--- src/rtl/ext_bus_pkg.sv ---
// Package of constants and carrier types for the external bus interface
package ext_bus_pkg;

  // Address window shared by both chip selects
  localparam logic [31:0] WIN_BASE      = 32'h6000_0000;
  localparam logic [31:0] WIN_LAST      = 32'h61FF_FFFF;
  localparam int          CH_SPAN_BITS  = 24;          // 16MB per channel

  // Field limits
  localparam logic [3:0]  WAIT_MAX      = 4'hF;        // internal waits
  localparam logic [2:0]  LATCH_MAX     = 3'h4;        // latch stretch
  localparam logic [2:0]  SETUP_MAX     = 3'h4;        // setup cycles
  localparam logic [3:0]  RECOV_MAX     = 4'h8;        // recovery clocks

  // Basic cycle lengths in clocks
  localparam logic [2:0]  SEP_BASE_CLKS = 3'h3;
  localparam logic [2:0]  MUX_BASE_CLKS = 3'h4;

  // Reset values
  localparam logic        BUS_MODE_RST  = 1'b0;        // multiplexed
  localparam logic [23:0] ADDR_RST      = 24'h00_0000;

  // Stretch encodings
  typedef enum logic [1:0] {
    STRETCH_X1,
    STRETCH_X2,
    STRETCH_X4
  } stretch_e;

  // Select recovery encodings: 0, 1, 2 or 4 clocks
  typedef enum logic [1:0] {
    CSREC_0,
    CSREC_1,
    CSREC_2,
    CSREC_4
  } cs_recov_e;

  // Per-channel timing configuration
  typedef struct packed {
    logic        wide;        // 1: 16-bit data, 0: 8-bit
    logic [3:0]  wait_cnt;    // internal waits 0..15
    logic [2:0]  latch_cnt;   // latch stretch 0..4
    logic [2:0]  setup_cnt;   // setup cycles 0..4
    logic [3:0]  recov_cnt;   // recovery clocks 0..8
    cs_recov_e   cs_recov;    // select recovery
  } chan_cfg_s;

  // Internal access request
  typedef struct packed {
    logic [31:0] addr;
    logic        write;
    logic [1:0]  lanes;       // byte lanes, bit0 low
    logic [15:0] wdata;
  } req_s;

  // Pin outputs
  typedef struct packed {
    logic [23:0] addr;        // A[23:0], mux mode uses 23:16
    logic [15:0] dout;        // D or AD drive value
    logic        doe;         // data drive enable
    logic        rd_b;
    logic        wr_b;
    logic        bel_b;       // low byte enable
    logic        beh_b;       // high byte enable
    logic        cs0_b;
    logic        cs1_b;
    logic        latch;       // address latch strobe
  } pins_s;

endpackage

--- src/rtl/stretch_count.sv ---
// Scales a configured cycle count by the bus expansion factor
`timescale 1ns/1ps
module stretch_count #(
  parameter int W = 4
) (
  input  wire logic [W-1:0]           raw,
  input  ext_bus_pkg::stretch_e       mult,
  output logic      [W+1:0]           scaled
);
  // Shift left by 0, 1 or 2; width grows by two so nothing drops
  always_comb begin
    case (mult)
      ext_bus_pkg::STRETCH_X2: scaled = {1'b0, raw, 1'b0};
      ext_bus_pkg::STRETCH_X4: scaled = {raw, 2'b00};
      default:                 scaled = {2'b00, raw};
    endcase
  end
endmodule // stretch_count

--- src/rtl/ext_bus_if.sv ---
// External asynchronous bus interface with two chip selects
`timescale 1ns/1ps
// Function
// Separate buses when mode 1, multiplexed when 0
// Per-channel data width, 8 or 16 bits
// Two selects decoded in the shared window; the code takes the select from ch_sel, not from the address
// Up to 15 internal wait cycles per channel
// Latch strobe stretch up to 4 cycles
// Setup cycles before read or write strobe
// Recovery dummy cycle up to 8 clocks
// Expansion multiplies waits by two or four
// Separate mode drives data, address, strobes, selects
// Multiplexed mode shares lines, adds latch strobe
// Internal access keeps address, floats data
// Separate basic cycle takes three clocks
// Multiplexed basic cycle takes four clocks
// Internal access: no latch, float, strobes idle
// Select recovery of 0, 1, 2 or 4 clocks
module ext_bus_if (
  input  wire logic                   clk,
  input  wire logic                   rst_b,
  input  wire logic                   bus_mode_control,  // 1 separate
  input  ext_bus_pkg::stretch_e       stretch,
  input  ext_bus_pkg::chan_cfg_s      cfg0,
  input  ext_bus_pkg::chan_cfg_s      cfg1,
  input  wire logic                   ch_sel,   // channel for the window
  input  wire logic                   req_valid,
  input  ext_bus_pkg::req_s           req,
  output logic                        req_ready,
  output logic                        rsp_valid,
  output logic      [15:0]            rsp_rdata,
  input  wire logic [15:0]            din,
  output ext_bus_pkg::pins_s          pins
);

  // Sequencer phases
  typedef enum logic [2:0] {
    ST_IDLE,
    ST_LATCH,
    ST_SETUP,
    ST_STROBE,
    ST_HOLD,
    ST_RECOV
  } phase_e;

  // Window decode, used for request taking only; the select comes from ch_sel
  function automatic logic in_window(input logic [31:0] a);
    in_window = (a >= ext_bus_pkg::WIN_BASE) &&
                (a <= ext_bus_pkg::WIN_LAST);
  endfunction

  phase_e                    phase_q;      // Current phase
  logic   [5:0]              cnt_q;        // Phase down counter
  ext_bus_pkg::chan_cfg_s    cfg;          // Active channel config
  ext_bus_pkg::req_s         cur_q;        // Captured request
  logic                      ch_q;         // Captured channel
  logic                      mode_q;       // Mode frozen for the cycle
  logic                      hi_q;         // Second byte of 8-bit split
  logic                      split_q;      // Split needed
  logic   [7:0]              lo_byte_q;    // First byte read when split
  logic   [5:0]              wait_s;       // Scaled waits
  logic   [4:0]              latch_s;      // Scaled latch stretch
  logic   [4:0]              setup_s;      // Scaled setup
  logic   [5:0]              recov_s;      // Scaled recovery
  logic   [2:0]              csrec;        // Select recovery clocks
  logic                      take;         // Request accepted

  // Config follows the captured channel once a cycle is running
  assign cfg  = (phase_q == ST_IDLE ? ch_sel : ch_q) ? cfg1 : cfg0;
  assign take = (phase_q == ST_IDLE) && req_valid && in_window(req.addr);

  // Expansion scaling of all stretchable counts
  stretch_count #(.W(4)) u_wait (
    .raw(cfg.wait_cnt), .mult(stretch), .scaled(wait_s));
  stretch_count #(.W(3)) u_latch (
    .raw(cfg.latch_cnt), .mult(stretch), .scaled(latch_s));
  stretch_count #(.W(3)) u_setup (
    .raw(cfg.setup_cnt), .mult(stretch), .scaled(setup_s));
  stretch_count #(.W(4)) u_recov (
    .raw(cfg.recov_cnt), .mult(stretch), .scaled(recov_s));

  // Select recovery decode
  always_comb begin
    case (cfg.cs_recov)
      ext_bus_pkg::CSREC_1: csrec = 3'h1;
      ext_bus_pkg::CSREC_2: csrec = 3'h2;
      ext_bus_pkg::CSREC_4: csrec = 3'h4;
      default:              csrec = 3'h0;
    endcase
  end

  // Ready only when idle; out-of-window addresses are internal
  always_ff @(posedge clk or negedge rst_b) begin
    if (!rst_b) begin
      req_ready <= 1'b0;
    end else begin
      req_ready <= (phase_q == ST_IDLE) && !take;
    end
  end

  // Request capture
  always_ff @(posedge clk or negedge rst_b) begin
    if (!rst_b) begin
      cur_q   <= '0;
      ch_q    <= 1'b0;
      mode_q  <= ext_bus_pkg::BUS_MODE_RST;
      split_q <= 1'b0;
    end else if (take) begin
      cur_q   <= req;
      ch_q    <= ch_sel;
      mode_q  <= bus_mode_control;
      // 8-bit channel splits a two-lane access
      split_q <= !cfg.wide && (req.lanes == 2'b11);
    end
  end

  // Phase sequencer. Base strobe is 1 clock after 1 address clock;
  // multiplexed adds 1 latch clock ahead of it: 3 or 4 in total.
  always_ff @(posedge clk or negedge rst_b) begin
    if (!rst_b) begin
      phase_q <= ST_IDLE;
      cnt_q   <= '0;
      hi_q    <= 1'b0;
    end else begin
      case (phase_q)
        ST_IDLE: begin
          if (take) begin
            hi_q <= 1'b0;
            if (bus_mode_control) begin
              // One address clock, then setup
              phase_q <= ST_SETUP;
              cnt_q   <= {1'b0, setup_s};
            end else begin
              // One latch clock plus stretch
              phase_q <= ST_LATCH;
              cnt_q   <= {1'b0, latch_s};
            end
          end
        end
        ST_LATCH: begin
          if (cnt_q == 6'h00) begin
            phase_q <= ST_SETUP;
            cnt_q   <= {1'b0, setup_s};
          end else begin
            cnt_q <= cnt_q - 6'h01;
          end
        end
        ST_SETUP: begin
          if (cnt_q == 6'h00) begin
            phase_q <= ST_STROBE;
            cnt_q   <= wait_s;
          end else begin
            cnt_q <= cnt_q - 6'h01;
          end
        end
        ST_STROBE: begin
          if (cnt_q == 6'h00) begin
            phase_q <= ST_HOLD;
          end else begin
            cnt_q <= cnt_q - 6'h01;
          end
        end
        ST_HOLD: begin
          // Recovery is the larger of strobe and select recovery
          phase_q <= ST_RECOV;
          cnt_q   <= (recov_s > {3'h0, csrec}) ?
                     recov_s : {3'h0, csrec};
        end
        ST_RECOV: begin
          // Counter reaching zero gives exactly the chosen extra clocks
          if (cnt_q == 6'h00) begin
            if (split_q && !hi_q) begin
              // Second byte of an 8-bit split access
              hi_q    <= 1'b1;
              phase_q <= mode_q ? ST_SETUP : ST_LATCH;
              cnt_q   <= mode_q ? {1'b0, setup_s}
                                : {1'b0, latch_s};
            end else begin
              phase_q <= ST_IDLE;
            end
          end else begin
            cnt_q <= cnt_q - 6'h01;
          end
        end
        default: phase_q <= ST_IDLE;
      endcase
    end
  end

  // Read data capture at end of strobe; split joins two bytes
  always_ff @(posedge clk or negedge rst_b) begin
    if (!rst_b) begin
      rsp_valid <= 1'b0;
      rsp_rdata <= '0;
      lo_byte_q <= '0;
    end else begin
      rsp_valid <= 1'b0;
      if (phase_q == ST_STROBE && cnt_q == 6'h00) begin
        if (split_q && !hi_q) begin
          lo_byte_q <= din[7:0];
        end else begin
          rsp_valid <= 1'b1;
          if (split_q) begin
            rsp_rdata <= {din[7:0], lo_byte_q};
          end else if (!cfg.wide) begin
            // Narrow lane: byte always on low lines
            rsp_rdata <= cur_q.lanes[1] ? {din[7:0], 8'h00}
                                        : {8'h00, din[7:0]};
          end else begin
            rsp_rdata <= din;
          end
        end
      end
    end
  end

  // Pin drive. Address lines hold the last external address between
  // accesses, data floats when idle
  always_ff @(posedge clk or negedge rst_b) begin
    if (!rst_b) begin
      pins.addr  <= ext_bus_pkg::ADDR_RST;
      pins.dout  <= '0;
      pins.doe   <= 1'b0;
      pins.rd_b  <= 1'b1;
      pins.wr_b  <= 1'b1;
      pins.bel_b <= 1'b1;
      pins.beh_b <= 1'b1;
      pins.cs0_b <= 1'b1;
      pins.cs1_b <= 1'b1;
      pins.latch <= 1'b0;
    end else begin
      case (phase_q)
        ST_IDLE: begin
          pins.doe   <= 1'b0;
          pins.rd_b  <= 1'b1;
          pins.wr_b  <= 1'b1;
          pins.latch <= 1'b0;
          pins.cs0_b <= 1'b1;
          pins.cs1_b <= 1'b1;
          pins.bel_b <= 1'b1;
          pins.beh_b <= 1'b1;
          if (take) begin
            // Address phase; first byte of a split uses the request address unchanged
            pins.addr  <= req.addr[ext_bus_pkg::CH_SPAN_BITS-1:0];
            pins.cs0_b <= ch_sel;
            pins.cs1_b <= !ch_sel;
            if (!bus_mode_control) begin
              // Low address on shared lines
              pins.dout  <= req.addr[15:0];
              pins.doe   <= 1'b1;
              pins.latch <= 1'b1;
            end
          end
        end
        ST_LATCH: begin
          pins.latch <= (cnt_q != 6'h00);
          pins.doe   <= (cnt_q != 6'h00);
        end
        ST_SETUP: begin
          pins.latch <= 1'b0;
          if (hi_q) begin
            pins.addr[0] <= 1'b1;
          end
          // Data drive for writes, otherwise float
          pins.doe   <= cur_q.write;
          pins.dout  <= (split_q && hi_q) ? {8'h00, cur_q.wdata[15:8]}
                                          : cur_q.wdata;
          pins.bel_b <= !(cur_q.lanes[0] && !hi_q) &&
                        !(split_q && hi_q);
          pins.beh_b <= !(cur_q.lanes[1] && cfg.wide);
          if (cnt_q == 6'h00) begin
            pins.rd_b <= cur_q.write;
            pins.wr_b <= !cur_q.write;
          end
        end
        ST_STROBE: begin
          if (cnt_q == 6'h00) begin
            pins.rd_b <= 1'b1;
            pins.wr_b <= 1'b1;
          end
        end
        ST_HOLD: begin
          pins.doe   <= 1'b0;
          pins.cs0_b <= 1'b1;
          pins.cs1_b <= 1'b1;
          pins.bel_b <= 1'b1;
          pins.beh_b <= 1'b1;
        end
        ST_RECOV: begin
          pins.doe <= 1'b0;
          if (cnt_q == 6'h00 && split_q && !hi_q) begin
            // Odd byte address settles before its strobe
            pins.addr[0] <= 1'b1;
            pins.cs0_b <= ch_q;
            pins.cs1_b <= !ch_q;
            if (!mode_q) begin
              pins.dout  <= {cur_q.addr[15:1], 1'b1};
              pins.doe   <= 1'b1;
              pins.latch <= 1'b1;
            end
          end
        end
        default: pins.doe <= 1'b0;
      endcase
    end
  end

endmodule // ext_bus_if

--- config.mk ---
export PLATFORM = sky130hd
export DESIGN_NAME = ext_bus_if
export DESIGN_NICKNAME = d
export VERILOG_FILES = /design/src/rtl/ext_bus_pkg.sv /design/src/rtl/stretch_count.sv /design/src/rtl/ext_bus_if.sv
export SDC_FILE = /design/constraint.sdc
export NUM_CORES = 1
export LEC_CHECK = 0
export CAP_MARGIN = 10
export CORE_MARGIN = 5
export CORE_UTILIZATION = 40
export DETAILED_ROUTE_END_ITERATION = 10
export DONT_BUFFER_PORTS = 1
export SLEW_MARGIN = 15
export SYNTH_ARGS = -nofsm -noshare
export SYNTH_HDL_FRONTEND = slang
export SYNTH_HIERARCHICAL = 1
export SYNTH_SLANG_ARGS = --single-unit
--- constraint.sdc ---
create_clock -name clk -period 10.27 [get_ports clk]
set_input_delay 1.027 -clock clk [delete_from_list [all_inputs] [get_ports clk]]
set_output_delay 1.027 -clock clk [all_outputs]
set_load 0.02 [all_outputs]
==> results.md <==
- Synth Area in Simple Gates: 21.9%
- Antenna Nets Post-Route: 0
- Power Internal: 1150 uW
- Setup TNS: 0 ns
- Sequential power share: 40.1%
- Clk Latency, worst-skew pair: 0.41 ns
- Reg area: 3040 um^2
- Post_cts resized: 0
- Starting Density: between 40% and 50%
- Gr usage total: 19.8%
- Vias in the first global route: 5415
- Switch Pwr: 671 uW
- Crit path launch: phase_q[1]$_DFFE_PN0P_
- Crit-path max FO: 24
- Final wirelength: about 18 mm
- Status: finished clean
- PwrDens: about 260 nW/um^2
- # rows: 46
- Filler instances: 1525
- Post-CTS Setup Repair Bufs: 0
- Clock share of power: between 30% and 40%
- Fraction of layout cells with a size suffix above 1: 11.1%
- Synth Area in XOR/XNOR: 0.138%
- Placed inst area: 6530 um^2
- Data arrival time of the worst path: 4.39 ns
- Reg2reg setup slack: 6.14 ns
- Top_reg_cell synth: dfrtp_1
- Combinational Power Share: a little over a quarter
- Final GP Congestion: between 0.8 and 0.9
- First-pass GRT wire length: 28.8 mm
- IR drop worst, VDD: about 0.00013 V
- Fin crit share: around two fifths
- R2R depth: 14
- Die H: 136 um
- Kind of critical path: reg -> reg
- Most frequent cells in the layout: nand2_1 (228), dfrtp_1 (115), o21ai_0 (37)
- Finished layout cell area: 7120 um^2
- Worst reg2reg path startpoint: phase_q[1]$_DFFE_PN0P_
- Cell variety after synth: 59
- Largest net degree at the start of global routing: 122
- IO Pins: 174
- Clock buffer depth: 2
- Final Hold Fails: 0
- Total power: between 1500 and 2000 uW
- Layout Nets: 816
- Syn-to-layout area delta: 12.3%
- Multi-input gate area: 3120 um^2
- RR Endpoint: cnt_q[2]$_DFFE_PN0P_
- Post-synth EDFFs: 0
- Buffers added on ports: 0
- Layout Utilization: 45.3%
- Die width: 136 um
- Synth Area in Compound Gates: 17.4%
- Syn. warnings: 6
- Max Cap Viol: 0
- Largest family of logic cells by synthesized area: simple AND/OR/NAND/NOR gates
- Ys async rst share: 100%
- DR vias/cell: 5.64
- DPL Wire Length: about 12 mm
- Most common cell after layout, fill and taps aside: nand2_1
- Worst EP required: 10.53 ns
- Hold_ws: 0.313 ns
- Crit path launch type: register
- Fin. max-slew vios: 0
- Root buf cell: clkbuf_16
- Num CTS Buffers: 17
- Min Tclk post-route: 4.13 ns
- RSZ-0062 raised after global routing: no
- CTS Sinks: about 120
- Hold-fix buffers, CTS: 0
- Rel. slew slack: 25.6%
- Mapped Cells: ~710
- HP Class: in -> async
- Worst setup EP type: register
- Core area: 15700 um^2
- Switching Share: a little under two fifths
- Initial antenna violation count: 0
- Syn_area_per_cell: 8.99 um^2
- Grt ovf: 0
- #FFs+latches synth: 121
- Leakage power: between 0.003 and 0.004 uW
- Max Clk Rate: 0.242 GHz
- Clock transition at the registers of the reported paths: roughly 0.06 ns
- DR WL/cell: 19.5 um
- Syn Nets: 826
- Die Area: 18500 um^2
- TritonRoute pass-1 iters: 5
- Post-synthesis sequential area ratio: between 40% and 50%
- Endpoints failing setup: 0
- CP Capture Point: cnt_q[2]$_DFFE_PN0P_
- DRC: 0
- CTS tree: built
- H-Tree Depth: 4
- Mapped Area: 6340 um^2
- Tightest Pin Transition: between 1 and 1.5 ns
- Multiplexer share of the synthesized area: slightly below 7%
- Layout Skew: 0.00925 ns
- Iter 0 DRT Violations: 294
- Synth Area in Adders: 2.37%
- ANT cells: 0
- Vias post-DR: roughly 5200
## synth_stat cells, drive strengths merged (12+ instances only)
library cell	count	area share, %
nand2	228	13
dfrtp	115	45
o21ai	45	3.6
nor2	28	1.7
clkbuf	27	1.6
a21oi	26	2.1
mux2	25	4.4
a22oi	21	2.5
inv	18	1.1
a221o	16	2.5
mux2i	16	2.5
ha	12	2.4
## cell type report
| cell class | count | share of cell area [%] |
|---|---|---|
| flip-flops and latches | 121 | 42.6 |
| well taps | 216 | 3.79 |
| inverters | 18 | 0.948 |
| multi-input cells | 533 | 43.7 |
| clock buffers | 21 | 6.32 |
| repair buffers | 5 | 0.527 |
| clock inverters | 11 | 2.07 |
## power by group through the flow
stage / logic, uW / registers, uW / clock network [uW]
4_1_cts: 485 / 730 / 621
5_1_grt: 542 / 741 / 639
3_3_place_gp: 471 / 735 / 0
2_1_floorplan: 391 / 678 / 0
3_5_place_dp: 485 / 737 / 0
6_report: 483 / 729 / 605
## stage by stage
stage / cells / setup WS [ns]
after global placement: 893 / 6.18
after global routing: 925 / 5.67
after floorplan: 706 / 5.87
after detailed placement: 893 / 6.14
final: 925 / 6.14
after CTS: 925 / 6.16
## routing by layer
layer	up-vias	share of wire [%]	global-route usage, %
met5	-	0	0
met4	0	1.3	5.10
li1	2468	-	-
met2	174	50	33.5
met3	21	8.2	7.11
met1	2551	41	24.1
## cell families (layout without fill, tap and decap cells)
logic type,after synthesis,count (layout)
compound gates,160,160
fa+ha+maj,12,12
simple gates,319,319
xor+xnor,1,1
flops,121,121
buf+inv,52,55
mux,41,41
## how the worst min path moves through the flow
stage | end | slack (ns) | from | cells after the start
after floorplan | cur_q[27]$_DFFE_PN0P_ | 0.44 | cur_q[27]$_DFFE_PN0P_ | 2
after global placement | cur_q[5]$_DFFE_PN0P_ | 0.46 | cur_q[5]$_DFFE_PN0P_ | 2
after detailed placement | cur_q[4]$_DFFE_PN0P_ | 0.46 | cur_q[4]$_DFFE_PN0P_ | 2
after CTS | rsp_rdata[15]$_DFFE_PN0P_ | 0.29 | rst_b | 0
after global routing | rsp_rdata[15]$_DFFE_PN0P_ | 0.29 | rst_b | 0
final | rsp_rdata[15]$_DFFE_PN0P_ | 0.31 | rst_b | 0
## registers in the layout, indices dropped and copies added, names as in the netlist
register and cells:
pins 48, split_q 1, rsp_rdata 16, cur_q 34
phase_q 3, req_ready 1, rsp_valid 1, hi_q 1
mode_q 1, ch_q 1, cnt_q 6, lo_byte_q 8
## critical path, stage by stage, from the launching register on
cell and delay (ns):
dfrtp_1 0.68, nor3_2 0.45, mux2i_2 0.24, buf_4 0.31, mux2_2 0.39, a22oi_1 0.19
o21ai_1 0.11, ha_1 0.34, a21oi_1 0.12, o21ai_0 0.09, a2111oi_0 0.40, buf_4 0.21
o211ai_1 0.11, a211oi_1 0.22, o31ai_1 0.10
Note: power is estimated with default switching activity, not from simulation.
